[src/core/pwm_blank_pkg.sv]
// Contract
// - Blanking window suppresses trip events during transitions
// - Trip ending under three clocks after window may glitch
// - Trip ending near window close gives odd waveform
// - First three window cycles pass trips unblanked
// - Filtered event follows raw events while unblanked
// - Enabled filtered event feeds trip and outputs
// - Blanking window persists across period boundary
// - Zero delay unsupported in shadow load mode
package pwm_blank_pkg;
    localparam int          ADDR_W          = 4;
    localparam int          CNT_W           = 16;
    localparam int          DB_W            = 10;
    localparam int          BLANK_LAG       = 3;
    localparam int          TRIP_HOLD       = 3;
    localparam logic [3:0]  ADR_CTRL        = 4'h0;
    localparam logic [3:0]  ADR_PERIOD      = 4'h1;
    localparam logic [3:0]  ADR_BLANK       = 4'h2;
    localparam logic [3:0]  ADR_CMP         = 4'h3;
    localparam logic [3:0]  ADR_RISE        = 4'h4;
    localparam logic [3:0]  ADR_FALL        = 4'h5;
    localparam logic [3:0]  ADR_STAT        = 4'h6;
    localparam int          CTRL_EN         = 0;
    localparam int          CTRL_FILT_EN    = 1;
    localparam int          CTRL_RISE_SHD   = 2;
    localparam int          CTRL_FALL_SHD   = 3;
    localparam int          CTRL_BLANK_EN   = 4;
    localparam logic [31:0] PERIOD_RST      = 32'h0000_00ff;
    localparam logic [31:0] CMP_RST         = 32'h0000_0080;
    typedef enum logic [1:0] {
        BLK_IDLE  = 2'b00,
        BLK_LAG   = 2'b01,
        BLK_ACT   = 2'b11
    } blank_state_t;
endpackage

[src/core/deadband_gen.sv]
`timescale 1ns/1ps
module deadband_gen
    import pwm_blank_pkg::*;
#(
    parameter int DW = pwm_blank_pkg::DB_W
) (
    input  wire logic          clk_i,
    input  wire logic          rst_i,
    input  wire logic          pwm_i,
    input  wire logic [DW-1:0] rising_delay_count_i,
    input  wire logic [DW-1:0] falling_delay_count_i,
    output logic               pwm_a_o,
    output logic               pwm_b_o
);
    logic [DW-1:0] cnt_r, cnt_nxt;
    logic          prev_r, prev_nxt;
    logic          a_r, a_nxt;
    logic          b_r, b_nxt;

    always_comb begin
        prev_nxt = pwm_i;
        cnt_nxt  = cnt_r;
        a_nxt    = a_r;
        b_nxt    = b_r;
        if (pwm_i != prev_r) begin
            cnt_nxt = pwm_i ? rising_delay_count_i : falling_delay_count_i;
            a_nxt   = 1'b0;
            b_nxt   = 1'b0;
            if (pwm_i && rising_delay_count_i == '0) begin
                a_nxt = 1'b1;
            end
            if (!pwm_i && falling_delay_count_i == '0) begin
                b_nxt = 1'b1;
            end
        end else if (cnt_r != '0) begin
            cnt_nxt = cnt_r - 1'b1;
            if (cnt_r == DW'(1)) begin
                a_nxt = prev_r;
                b_nxt = !prev_r;
            end
        end
    end

    always_ff @(posedge clk_i) begin
        if (rst_i) begin
            cnt_r  <= '0;
            prev_r <= 1'b0;
            a_r    <= 1'b0;
            b_r    <= 1'b0;
        end else begin
            cnt_r  <= cnt_nxt;
            prev_r <= prev_nxt;
            a_r    <= a_nxt;
            b_r    <= b_nxt;
        end
    end

    assign pwm_a_o = a_r;
    assign pwm_b_o = b_r;
endmodule

[src/core/pwm_trip_blanking_deadband.sv]
`timescale 1ns/1ps
module pwm_trip_blanking_deadband
    import pwm_blank_pkg::*;
#(
    parameter int NEVT = 2
) (
    input  wire logic                           clk_i,
    input  wire logic                           rst_i,
    input  wire logic                           cyc_i,
    input  wire logic                           stb_i,
    input  wire logic                           we_i,
    input  wire logic [pwm_blank_pkg::ADDR_W-1:0] adr_i,
    input  wire logic [3:0]                     sel_i,
    input  wire logic [31:0]                    dat_i,
    output logic [31:0]                         dat_o,
    output logic                                ack_o,
    input  wire logic [NEVT-1:0]                raw_compare_event_signals_i,
    output logic                                filtered_compare_event_o,
    output logic                                trip_zone_o,
    output logic                                soc_trigger_o,
    output logic                                pwm_a_o,
    output logic                                pwm_b_o
);
    import pwm_blank_pkg::*;

    // Register file
    logic [4:0]        ctrl_r, ctrl_nxt;
    logic [CNT_W-1:0]  period_r, period_nxt;
    logic [CNT_W-1:0]  blank_off_r, blank_off_nxt;
    logic [CNT_W-1:0]  blank_len_r, blank_len_nxt;
    logic [CNT_W-1:0]  cmp_r, cmp_nxt;
    logic [DB_W-1:0]   rise_wr_r, rise_wr_nxt;
    logic [DB_W-1:0]   fall_wr_r, fall_wr_nxt;
    logic [DB_W-1:0]   rising_delay_count_r, rising_delay_count_nxt;
    logic [DB_W-1:0]   falling_delay_count_r, falling_delay_count_nxt;
    logic              trip_r, trip_nxt;
    logic              ack_r, ack_nxt;
    logic [31:0]       dat_r, dat_nxt;
    // Counter, blanking and trip path
    logic [CNT_W-1:0]  tb_r, tb_nxt;
    logic [CNT_W-1:0]  blen_r, blen_nxt;
    logic [1:0]        lag_r, lag_nxt;
    blank_state_t      bst_r, bst_nxt;
    logic              filt_r, filt_nxt;
    logic              pwm_r, pwm_nxt;
    logic              soc_r, soc_nxt;

    logic wr, rd, prd_end, raw_any, blanking;
    // Writes land at the edge where the master samples ack high
    assign wr       = cyc_i && stb_i && we_i && ack_r;
    assign rd       = cyc_i && stb_i && !we_i && !ack_r;
    assign prd_end  = (tb_r == period_r);
    assign raw_any  = |raw_compare_event_signals_i;
    // Suppression only once the lag cycles have passed
    assign blanking = (bst_r == BLK_ACT);

    function automatic logic [31:0] merge(input logic [31:0] old, input logic [31:0] nw,
                                          input logic [3:0] s);
        logic [31:0] r;
        r = old;
        for (int i = 0; i < 4; i++) begin
            if (s[i]) begin
                r[8*i +: 8] = nw[8*i +: 8];
            end
        end
        return r;
    endfunction

    always_comb begin
        logic [31:0] m;
        m                       = '0;
        ctrl_nxt                = ctrl_r;
        period_nxt              = period_r;
        blank_off_nxt           = blank_off_r;
        blank_len_nxt           = blank_len_r;
        cmp_nxt                 = cmp_r;
        rise_wr_nxt             = rise_wr_r;
        fall_wr_nxt             = fall_wr_r;
        rising_delay_count_nxt  = rising_delay_count_r;
        falling_delay_count_nxt = falling_delay_count_r;
        ack_nxt                 = cyc_i && stb_i && !ack_r;
        dat_nxt                 = dat_r;
        if (wr) begin
            unique case (adr_i)
                ADR_CTRL: begin
                    m        = merge({27'h0, ctrl_r}, dat_i, sel_i);
                    ctrl_nxt = m[4:0];
                end
                ADR_PERIOD: begin
                    m          = merge({16'h0, period_r}, dat_i, sel_i);
                    period_nxt = m[CNT_W-1:0];
                end
                ADR_BLANK: begin
                    m             = merge({blank_len_r, blank_off_r}, dat_i, sel_i);
                    blank_off_nxt = m[15:0];
                    blank_len_nxt = m[31:16];
                end
                ADR_CMP: begin
                    m       = merge({16'h0, cmp_r}, dat_i, sel_i);
                    cmp_nxt = m[CNT_W-1:0];
                end
                ADR_RISE: begin
                    m           = merge({22'h0, rise_wr_r}, dat_i, sel_i);
                    rise_wr_nxt = m[DB_W-1:0];
                end
                ADR_FALL: begin
                    m           = merge({22'h0, fall_wr_r}, dat_i, sel_i);
                    fall_wr_nxt = m[DB_W-1:0];
                end
                default: ;
            endcase
        end
        // Immediate mode follows the written value; shadow loads at period end
        if (!ctrl_r[CTRL_RISE_SHD] || prd_end) begin
            rising_delay_count_nxt = rise_wr_r;
        end
        if (!ctrl_r[CTRL_FALL_SHD] || prd_end) begin
            falling_delay_count_nxt = fall_wr_r;
        end
        if (rd) begin
            unique case (adr_i)
                ADR_CTRL:   dat_nxt = {27'h0, ctrl_r};
                ADR_PERIOD: dat_nxt = {16'h0, period_r};
                ADR_BLANK:  dat_nxt = {blank_len_r, blank_off_r};
                ADR_CMP:    dat_nxt = {16'h0, cmp_r};
                ADR_RISE:   dat_nxt = {22'h0, rise_wr_r};
                ADR_FALL:   dat_nxt = {22'h0, fall_wr_r};
                ADR_STAT:   dat_nxt = {12'h0, bst_r, filt_r, trip_r, tb_r};
                default:    dat_nxt = '0;
            endcase
        end
    end

    always_comb begin
        tb_nxt   = prd_end ? '0 : tb_r + 1'b1;
        bst_nxt  = bst_r;
        blen_nxt = blen_r;
        lag_nxt  = lag_r;
        if (!ctrl_r[CTRL_EN]) begin
            tb_nxt = '0;
        end
        // Window is timed by its own length, not by the period
        unique case (bst_r)
            BLK_IDLE: begin
                if (ctrl_r[CTRL_BLANK_EN] && ctrl_r[CTRL_EN] && tb_r == blank_off_r) begin
                    bst_nxt  = BLK_LAG;
                    lag_nxt  = 2'(BLANK_LAG - 1);
                    blen_nxt = blank_len_r;
                end
            end
            BLK_LAG: begin
                lag_nxt = lag_r - 1'b1;
                if (lag_r == '0) begin
                    bst_nxt = (blen_r == '0) ? BLK_IDLE : BLK_ACT;
                end
            end
            BLK_ACT: begin
                blen_nxt = blen_r - 1'b1;
                if (blen_r <= CNT_W'(1)) begin
                    bst_nxt = BLK_IDLE;
                end
            end
            default: bst_nxt = BLK_IDLE;
        endcase
        // Filtered event follows raw inputs except while blanking
        filt_nxt = raw_any && !blanking;
        trip_nxt = ctrl_r[CTRL_FILT_EN] && filt_r;
        soc_nxt  = ctrl_r[CTRL_FILT_EN] && filt_r && !filt_nxt;
        // A trip still present one cycle after the window close drops the output for a cycle
        pwm_nxt  = ctrl_r[CTRL_EN] && (tb_r < cmp_r) && !(ctrl_r[CTRL_FILT_EN] && filt_r);
    end

    always_ff @(posedge clk_i) begin
        if (rst_i) begin
            ctrl_r                <= '0;
            period_r              <= PERIOD_RST[CNT_W-1:0];
            blank_off_r           <= '0;
            blank_len_r           <= '0;
            cmp_r                 <= CMP_RST[CNT_W-1:0];
            rise_wr_r             <= '0;
            fall_wr_r             <= '0;
            rising_delay_count_r  <= '0;
            falling_delay_count_r <= '0;
            ack_r                 <= 1'b0;
            dat_r                 <= '0;
            tb_r                  <= '0;
            blen_r                <= '0;
            lag_r                 <= '0;
            bst_r                 <= BLK_IDLE;
            filt_r                <= 1'b0;
            trip_r                <= 1'b0;
            pwm_r                 <= 1'b0;
            soc_r                 <= 1'b0;
        end else begin
            ctrl_r                <= ctrl_nxt;
            period_r              <= period_nxt;
            blank_off_r           <= blank_off_nxt;
            blank_len_r           <= blank_len_nxt;
            cmp_r                 <= cmp_nxt;
            rise_wr_r             <= rise_wr_nxt;
            fall_wr_r             <= fall_wr_nxt;
            rising_delay_count_r  <= rising_delay_count_nxt;
            falling_delay_count_r <= falling_delay_count_nxt;
            ack_r                 <= ack_nxt;
            dat_r                 <= dat_nxt;
            tb_r                  <= tb_nxt;
            blen_r                <= blen_nxt;
            lag_r                 <= lag_nxt;
            bst_r                 <= bst_nxt;
            filt_r                <= filt_nxt;
            trip_r                <= trip_nxt;
            pwm_r                 <= pwm_nxt;
            soc_r                 <= soc_nxt;
        end
    end

    // Zero delay in shadow mode is not guarded; software must pick immediate mode
    deadband_gen #(.DW(DB_W)) u_db (
        .clk_i                 (clk_i),
        .rst_i                 (rst_i),
        .pwm_i                 (pwm_r),
        .rising_delay_count_i  (rising_delay_count_r),
        .falling_delay_count_i (falling_delay_count_r),
        .pwm_a_o               (pwm_a_o),
        .pwm_b_o               (pwm_b_o)
    );

    assign ack_o                    = ack_r;
    assign dat_o                    = dat_r;
    assign filtered_compare_event_o = filt_r;
    assign trip_zone_o              = trip_r;
    assign soc_trigger_o            = soc_r;

    AST_LAG_PASS: assert property (@(posedge clk_i) disable iff (rst_i)
        (bst_r == BLK_LAG && raw_any) |=> filt_r)
        else $error("Trip blanked during lag cycles");
    AST_BLANK_SUPPRESS: assert property (@(posedge clk_i) disable iff (rst_i)
        (bst_r == BLK_ACT) |=> !filt_r)
        else $error("Trip passed during active blanking");
    AST_LAG_LEN: assert property (@(posedge clk_i) disable iff (rst_i)
        (bst_r == BLK_IDLE && bst_nxt == BLK_LAG) |=> (bst_r == BLK_LAG) [*3])
        else $error("Lag phase not three cycles");
    AST_FOLLOW: assert property (@(posedge clk_i) disable iff (rst_i)
        (bst_r == BLK_IDLE) |=> (filt_r == $past(raw_any)))
        else $error("Filtered event not following raw");
    AST_TRIP_FEED: assert property (@(posedge clk_i) disable iff (rst_i)
        (filt_r && ctrl_r[CTRL_FILT_EN]) |=> trip_r)
        else $error("Trip zone not fed by filtered event");
    AST_ACROSS_PERIOD: assert property (@(posedge clk_i) disable iff (rst_i)
        (bst_r == BLK_ACT && blen_r > CNT_W'(1) && prd_end) |=> (bst_r == BLK_ACT))
        else $error("Window ended at period boundary");
    AST_IMM_LOAD: assert property (@(posedge clk_i) disable iff (rst_i)
        (!ctrl_r[CTRL_RISE_SHD]) |=> (rising_delay_count_r == $past(rise_wr_r)))
        else $error("Immediate rise delay not loaded");
    AST_SHD_HOLD: assert property (@(posedge clk_i) disable iff (rst_i)
        (ctrl_r[CTRL_FALL_SHD] && !prd_end) |=> $stable(falling_delay_count_r))
        else $error("Shadow fall delay changed early");
    AST_ACK_DROP: assert property (@(posedge clk_i) disable iff (rst_i)
        ack_r |=> !ack_r)
        else $error("Ack held two cycles");
    AST_ACK_ONE: assert property (@(posedge clk_i) disable iff (rst_i)
        (cyc_i && stb_i && !ack_r) |=> ack_r)
        else $error("Ack not given one cycle after request");
    AST_TRIP_OFF: assert property (@(posedge clk_i) disable iff (rst_i)
        (!ctrl_r[CTRL_FILT_EN]) |=> !trip_r)
        else $error("Trip zone driven while filter disabled");
    AST_SOC_EDGE: assert property (@(posedge clk_i) disable iff (rst_i)
        (ctrl_r[CTRL_FILT_EN] && filt_r) ##1 !filt_r |-> soc_r)
        else $error("No conversion trigger at filtered event fall");
    AST_SOC_QUIET: assert property (@(posedge clk_i) disable iff (rst_i)
        (!ctrl_r[CTRL_FILT_EN]) |=> !soc_r)
        else $error("Conversion trigger while filter disabled");
    AST_PWM_TRIP: assert property (@(posedge clk_i) disable iff (rst_i)
        (ctrl_r[CTRL_FILT_EN] && filt_r) |=> !pwm_r)
        else $error("Output not tripped by filtered event");
    AST_WIN_RELEASE: assert property (@(posedge clk_i) disable iff (rst_i)
        (bst_r == BLK_ACT && blen_r == CNT_W'(1) && raw_any) ##1 raw_any |=> filt_r)
        else $error("Trip held past window close not passed");
    AST_WIN_ENDED: assert property (@(posedge clk_i) disable iff (rst_i)
        (bst_r == BLK_ACT && blen_r == CNT_W'(1)) ##1 !raw_any |=> !filt_r)
        else $error("Trip ended at window close still passed");
    AST_ACT_LEN: assert property (@(posedge clk_i) disable iff (rst_i)
        (bst_r == BLK_LAG && lag_r == 2'd0 && blen_r == CNT_W'(1))
        |=> (bst_r == BLK_ACT) ##1 (bst_r == BLK_IDLE))
        else $error("One cycle window has wrong length");
    AST_SHD_LOAD: assert property (@(posedge clk_i) disable iff (rst_i)
        (ctrl_r[CTRL_RISE_SHD] && prd_end) |=> (rising_delay_count_r == $past(rise_wr_r)))
        else $error("Shadow rise delay not loaded at period end");
    AST_SHD_RISE_HOLD: assert property (@(posedge clk_i) disable iff (rst_i)
        (ctrl_r[CTRL_RISE_SHD] && !prd_end) |=> $stable(rising_delay_count_r))
        else $error("Shadow rise delay changed early");
    AST_IMM_FALL: assert property (@(posedge clk_i) disable iff (rst_i)
        (!ctrl_r[CTRL_FALL_SHD]) |=> (falling_delay_count_r == $past(fall_wr_r)))
        else $error("Immediate fall delay not loaded");
    AST_STOP_IDLE: assert property (@(posedge clk_i) disable iff (rst_i)
        (!ctrl_r[CTRL_EN]) |=> (tb_r == '0 && !pwm_r))
        else $error("Counter or output running while stopped");
    COV_BLANK: cover property (@(posedge clk_i) disable iff (rst_i)
        bst_r == BLK_LAG ##3 bst_r == BLK_ACT);
    COV_LATE_TRIP: cover property (@(posedge clk_i) disable iff (rst_i)
        (bst_r == BLK_ACT && bst_nxt == BLK_IDLE && raw_any) ##1 raw_any);
    COV_SHADOW: cover property (@(posedge clk_i) disable iff (rst_i)
        ctrl_r[CTRL_RISE_SHD] && prd_end);
    COV_WRAP_WINDOW: cover property (@(posedge clk_i) disable iff (rst_i)
        bst_r == BLK_ACT && prd_end);
    COV_SOC: cover property (@(posedge clk_i) disable iff (rst_i)
        soc_r);
endmodule

[config.mk]
export PLATFORM = sky130hd
export DESIGN_NAME = pwm_trip_blanking_deadband
export DESIGN_NICKNAME = d
export VERILOG_FILES = /design/src/core/pwm_blank_pkg.sv /design/src/core/deadband_gen.sv /design/src/core/pwm_trip_blanking_deadband.sv
export SDC_FILE = /design/constraint.sdc
export NUM_CORES = 1
export LEC_CHECK = 0
export BUFFER_PORTS_ARGS = -buffer_cell sky130_fd_sc_hd__clkbuf_2
export CAP_MARGIN = 20
export CORE_MARGIN = 3
export CORE_UTILIZATION = 25
export DETAILED_ROUTE_END_ITERATION = 12
export GPL_ROUTABILITY_DRIVEN = 0
export PLACE_DENSITY = 0.43
export SYNTH_ARGS = -nofsm -noshare
export SYNTH_HDL_FRONTEND = slang
export SYNTH_SLANG_ARGS = --single-unit
[constraint.sdc]
create_clock -name clk_i -period 2.7 [get_ports clk_i]
set_input_delay 0.135 -clock clk_i [delete_from_list [all_inputs] [get_ports clk_i]]
set_output_delay 0.135 -clock clk_i [all_outputs]
set_load 0.05 [all_outputs]
==> results.yml <==
synthesis:
  synth-seq-cells: 195
  syn_area_per_cell_sq_um: 8.33
  synth_cells: 1137
  synthFlopType: "dfxtp_1"
  ys_async_sr_fraction_pct: 0
  ys.warnings.count: 0
  synth_compound_area_share_pct: 16.3
  synth-xor-area-share_pct: 5.36
  ys_types: 64
  synth_top_family_by_area: "simple AND/OR/NAND/NOR gates"
  synthMuxAreaShare_pct: 7.40
  synthAdderAreaFrac_pct: 2.91
  synthSimpleGateAreaFrac_pct: 21.8
  syn-num-nets: 1206
  synth_edf_count: 0
  synth-seq-area-share_pct: 41.2
  netlist_area_sq_um: 9470
clock_tree:
  clk_path_buf_depth: 2
  cts_num_sinks: 195
  numCtsBuffers: 17
  clkSlewWorstSetupHoldPaths_ns: 0.07
  h-tree-depth: 4
  clock_latency_ns: 0.45
  post_cts_resized: 0
  root_buffer: "clkbuf_16"
  cts_tree: "built"
layout:
  area_delta_synth_final_pct: 20.1
  mostFrequentLayoutCells: "195 x dfxtp_1, 126 x nor2_1, 107 x a21oi_1, 99 x nand2_1, 83 x clkbuf_2"
  multi_input_area_sq_um: 5150
  final_common_cell: "dfxtp_1"
  nets: 1286
  ff_latch_area_sq_um: 3900
  n_antenna_cell: 0
  fillers: 4057
  final_layout_size_suffix_gt1_share_pct: 13.4
timing:
  tns_ns: 0
  grt_setup_unrepaired: "false"
  finClkSkew_ns: 0.0133
  drv_slew: 0
  tightest_slew_ns: 0.704
  setup-violations-final: 0
  relSlewSlack_pct: 53.0
  hold_viol_final: 0
  layout_min_cycle_time_ns: 2.26
  finalCritPeriodShare_pct: 83.8
  max_freq_mhz: 442
floorplan:
  start_util_pct: 25.6
  die_w_um: 201
  dieArea_sq_um: 40200
  die_y_um: 201
  floorplan.rows: 70
  ioPinCount: 85
  fp.coreArea_sq_um: 37000
critical_path:
  critPathCaptureType: "register"
  setup.worst_path.start: "tb_r[10]"
  worst-endpoint-required_ns: 3.07
  start_kind: "register"
  arrival_ns: 2.64
  crit_type: "register to register"
  rr_startpoint: "tb_r[10]"
  cp_max_fo: 12
worst_hold_path:
  hold_class: "input port to register"
  min_from: "dat_i[8]"
routing:
  drt-wirelength-per-cell_um: 18.4
  vias_per_cell: 4.90
  drt_wl_total_mm: 31.9
  drt_iter0_drc: 634
  vias: 8494
  first_pass_iters: 5
  ant_nets: 0
  drc: 0
pwr:
  power.total_mw: 6.26
  p_leak_nw: 4.49
  p_per_area_nw_per_um2: 551
  ir_worst_vdd_uv: 453
placement:
  hpwl_mm: 23.5
  portBuffers: 84
grt:
  grt_pass1_wl_mm: 49.3
  gr-usage-all-layers_pct: 15.6
  antenna_found_initial: 0
  grt_pass1_vias: 8269
  grt_overflow: 0
  grt_max_degree: 103
job:
  maxCapViolations: 0
run_status:
  outcome: "finished, final reports clean"
==> final cells by class <==
type | count | area share, %
Timing Repair Buffer | 148 | 8.74
Inverter | 33 | 1.09
Clock buffer | 20 | 3.93
Clock inverter | 11 | 1.13
Tap cell | 504 | 5.54
Multi-Input combinational cell | 822 | 45.2
Sequential cell | 195 | 34.3
==> report_power, final <==
part	internal, mW	total, mW	leakage, nW	switching (mW)
logic	0.274	0.690	2.65	0.416
registers	2.92	2.98	1.57	0.0599
clock network	1.39	2.59	0.265	1.20
total	4.59	6.26	4.49	1.67
==> what timing repair did <==
item                      in CTS  in global routing
hold buffers                  25                  0
hold endpoints to repair      43                  0
buffers inserted               0                  0
==> path summary, 6_finish.rpt <==
| check | end | slack (ns) | depth (start not counted) |
|---|---|---|---|
| min | cmp_r[8] | 0.04 | 3 |
| max reg2reg | blen_r[0] | 0.44 | 6 |
| max | blen_r[0] | 0.44 | 6 |
| min reg2reg | dat_o[29] | 0.45 | 2 |
==> state kept, by name, indices dropped and copies added (netlist names), 2 cells and up <==
| name | flops |
|---|---|
| fall_wr_r | 10 |
| tb_r | 16 |
| rise_wr_r | 10 |
| falling_delay_count_r | 10 |
| blank_len_r | 16 |
| dat_o | 32 |
| rising_delay_count_r | 10 |
| u_db.cnt_r | 10 |
| bst_r | 2 |
| blen_r | 16 |
| cmp_r | 16 |
| blank_off_r | 16 |
| ctrl_r | 5 |
| period_r | 16 |
| lag_r | 2 |
==> worst max-delay path, cell delays in order (launching register included) <==
cell	delay, ns
dfxtp_1	0.52
xnor2_1	0.17
nand4_1	0.21
or3_1	0.42
buf_4	0.19
or4b_1	0.51
a31oi_1	0.17
==> cells by family after synthesis <==
kind of cell	Yosys count
simple gates	426
compound gates	246
flops	195
buf+inv	120
mux	70
xor+xnor	58
fa+ha+maj	22
==> routing by layer <==
layer / share of wire (%) / wire length, um / global-route usage (%)
met1: 48 / 15400 / 21.8
met2: 46 / 14600 / 24.7
met3: 4.8 / 1520 / 2.95
met4: 1.1 / 355 / 3.89
met5: 0 / 0 / 0
==> synthesized netlist by cell type (all sizes together), types with 8 or more instances <==
master    n  area [sq um]
nor2b    12          75.1
a211oi   13          97.6
a22oi    37           278
xnor2    31           272
nor4     21           144
or3      12          81.3
buf      17          82.6
dfxtp   195          3900
a21oi   107           536
nand3b    8          60.1
nand2    99           372
nand3    78           390
nand4     9          56.3
nor2    126           473
clkbuf   70           263
mux2i    70           701
ha       22           275
nand2b    8          50.1
xor2     27           236
inv      33           124
o21ai    29           145
nor3     22           110
==> per-stage QoR <==
stage                     hold slack, ns  setup WS, ns  area (sq um)  utilization, %  std cells
final                             0.0378         0.438         11400            30.8       1733
after global routing              0.0293         0.307         11400            30.8       1733
after CTS                         0.0123         0.466         11400            30.8       1733
after detailed placement           0.372         0.516         10500            28.5       1677
after global placement             0.367         0.519         10500            28.5       1677
after floorplan                    0.278         0.619          9470               -       1137
Power figures use the tool's default switching activity.
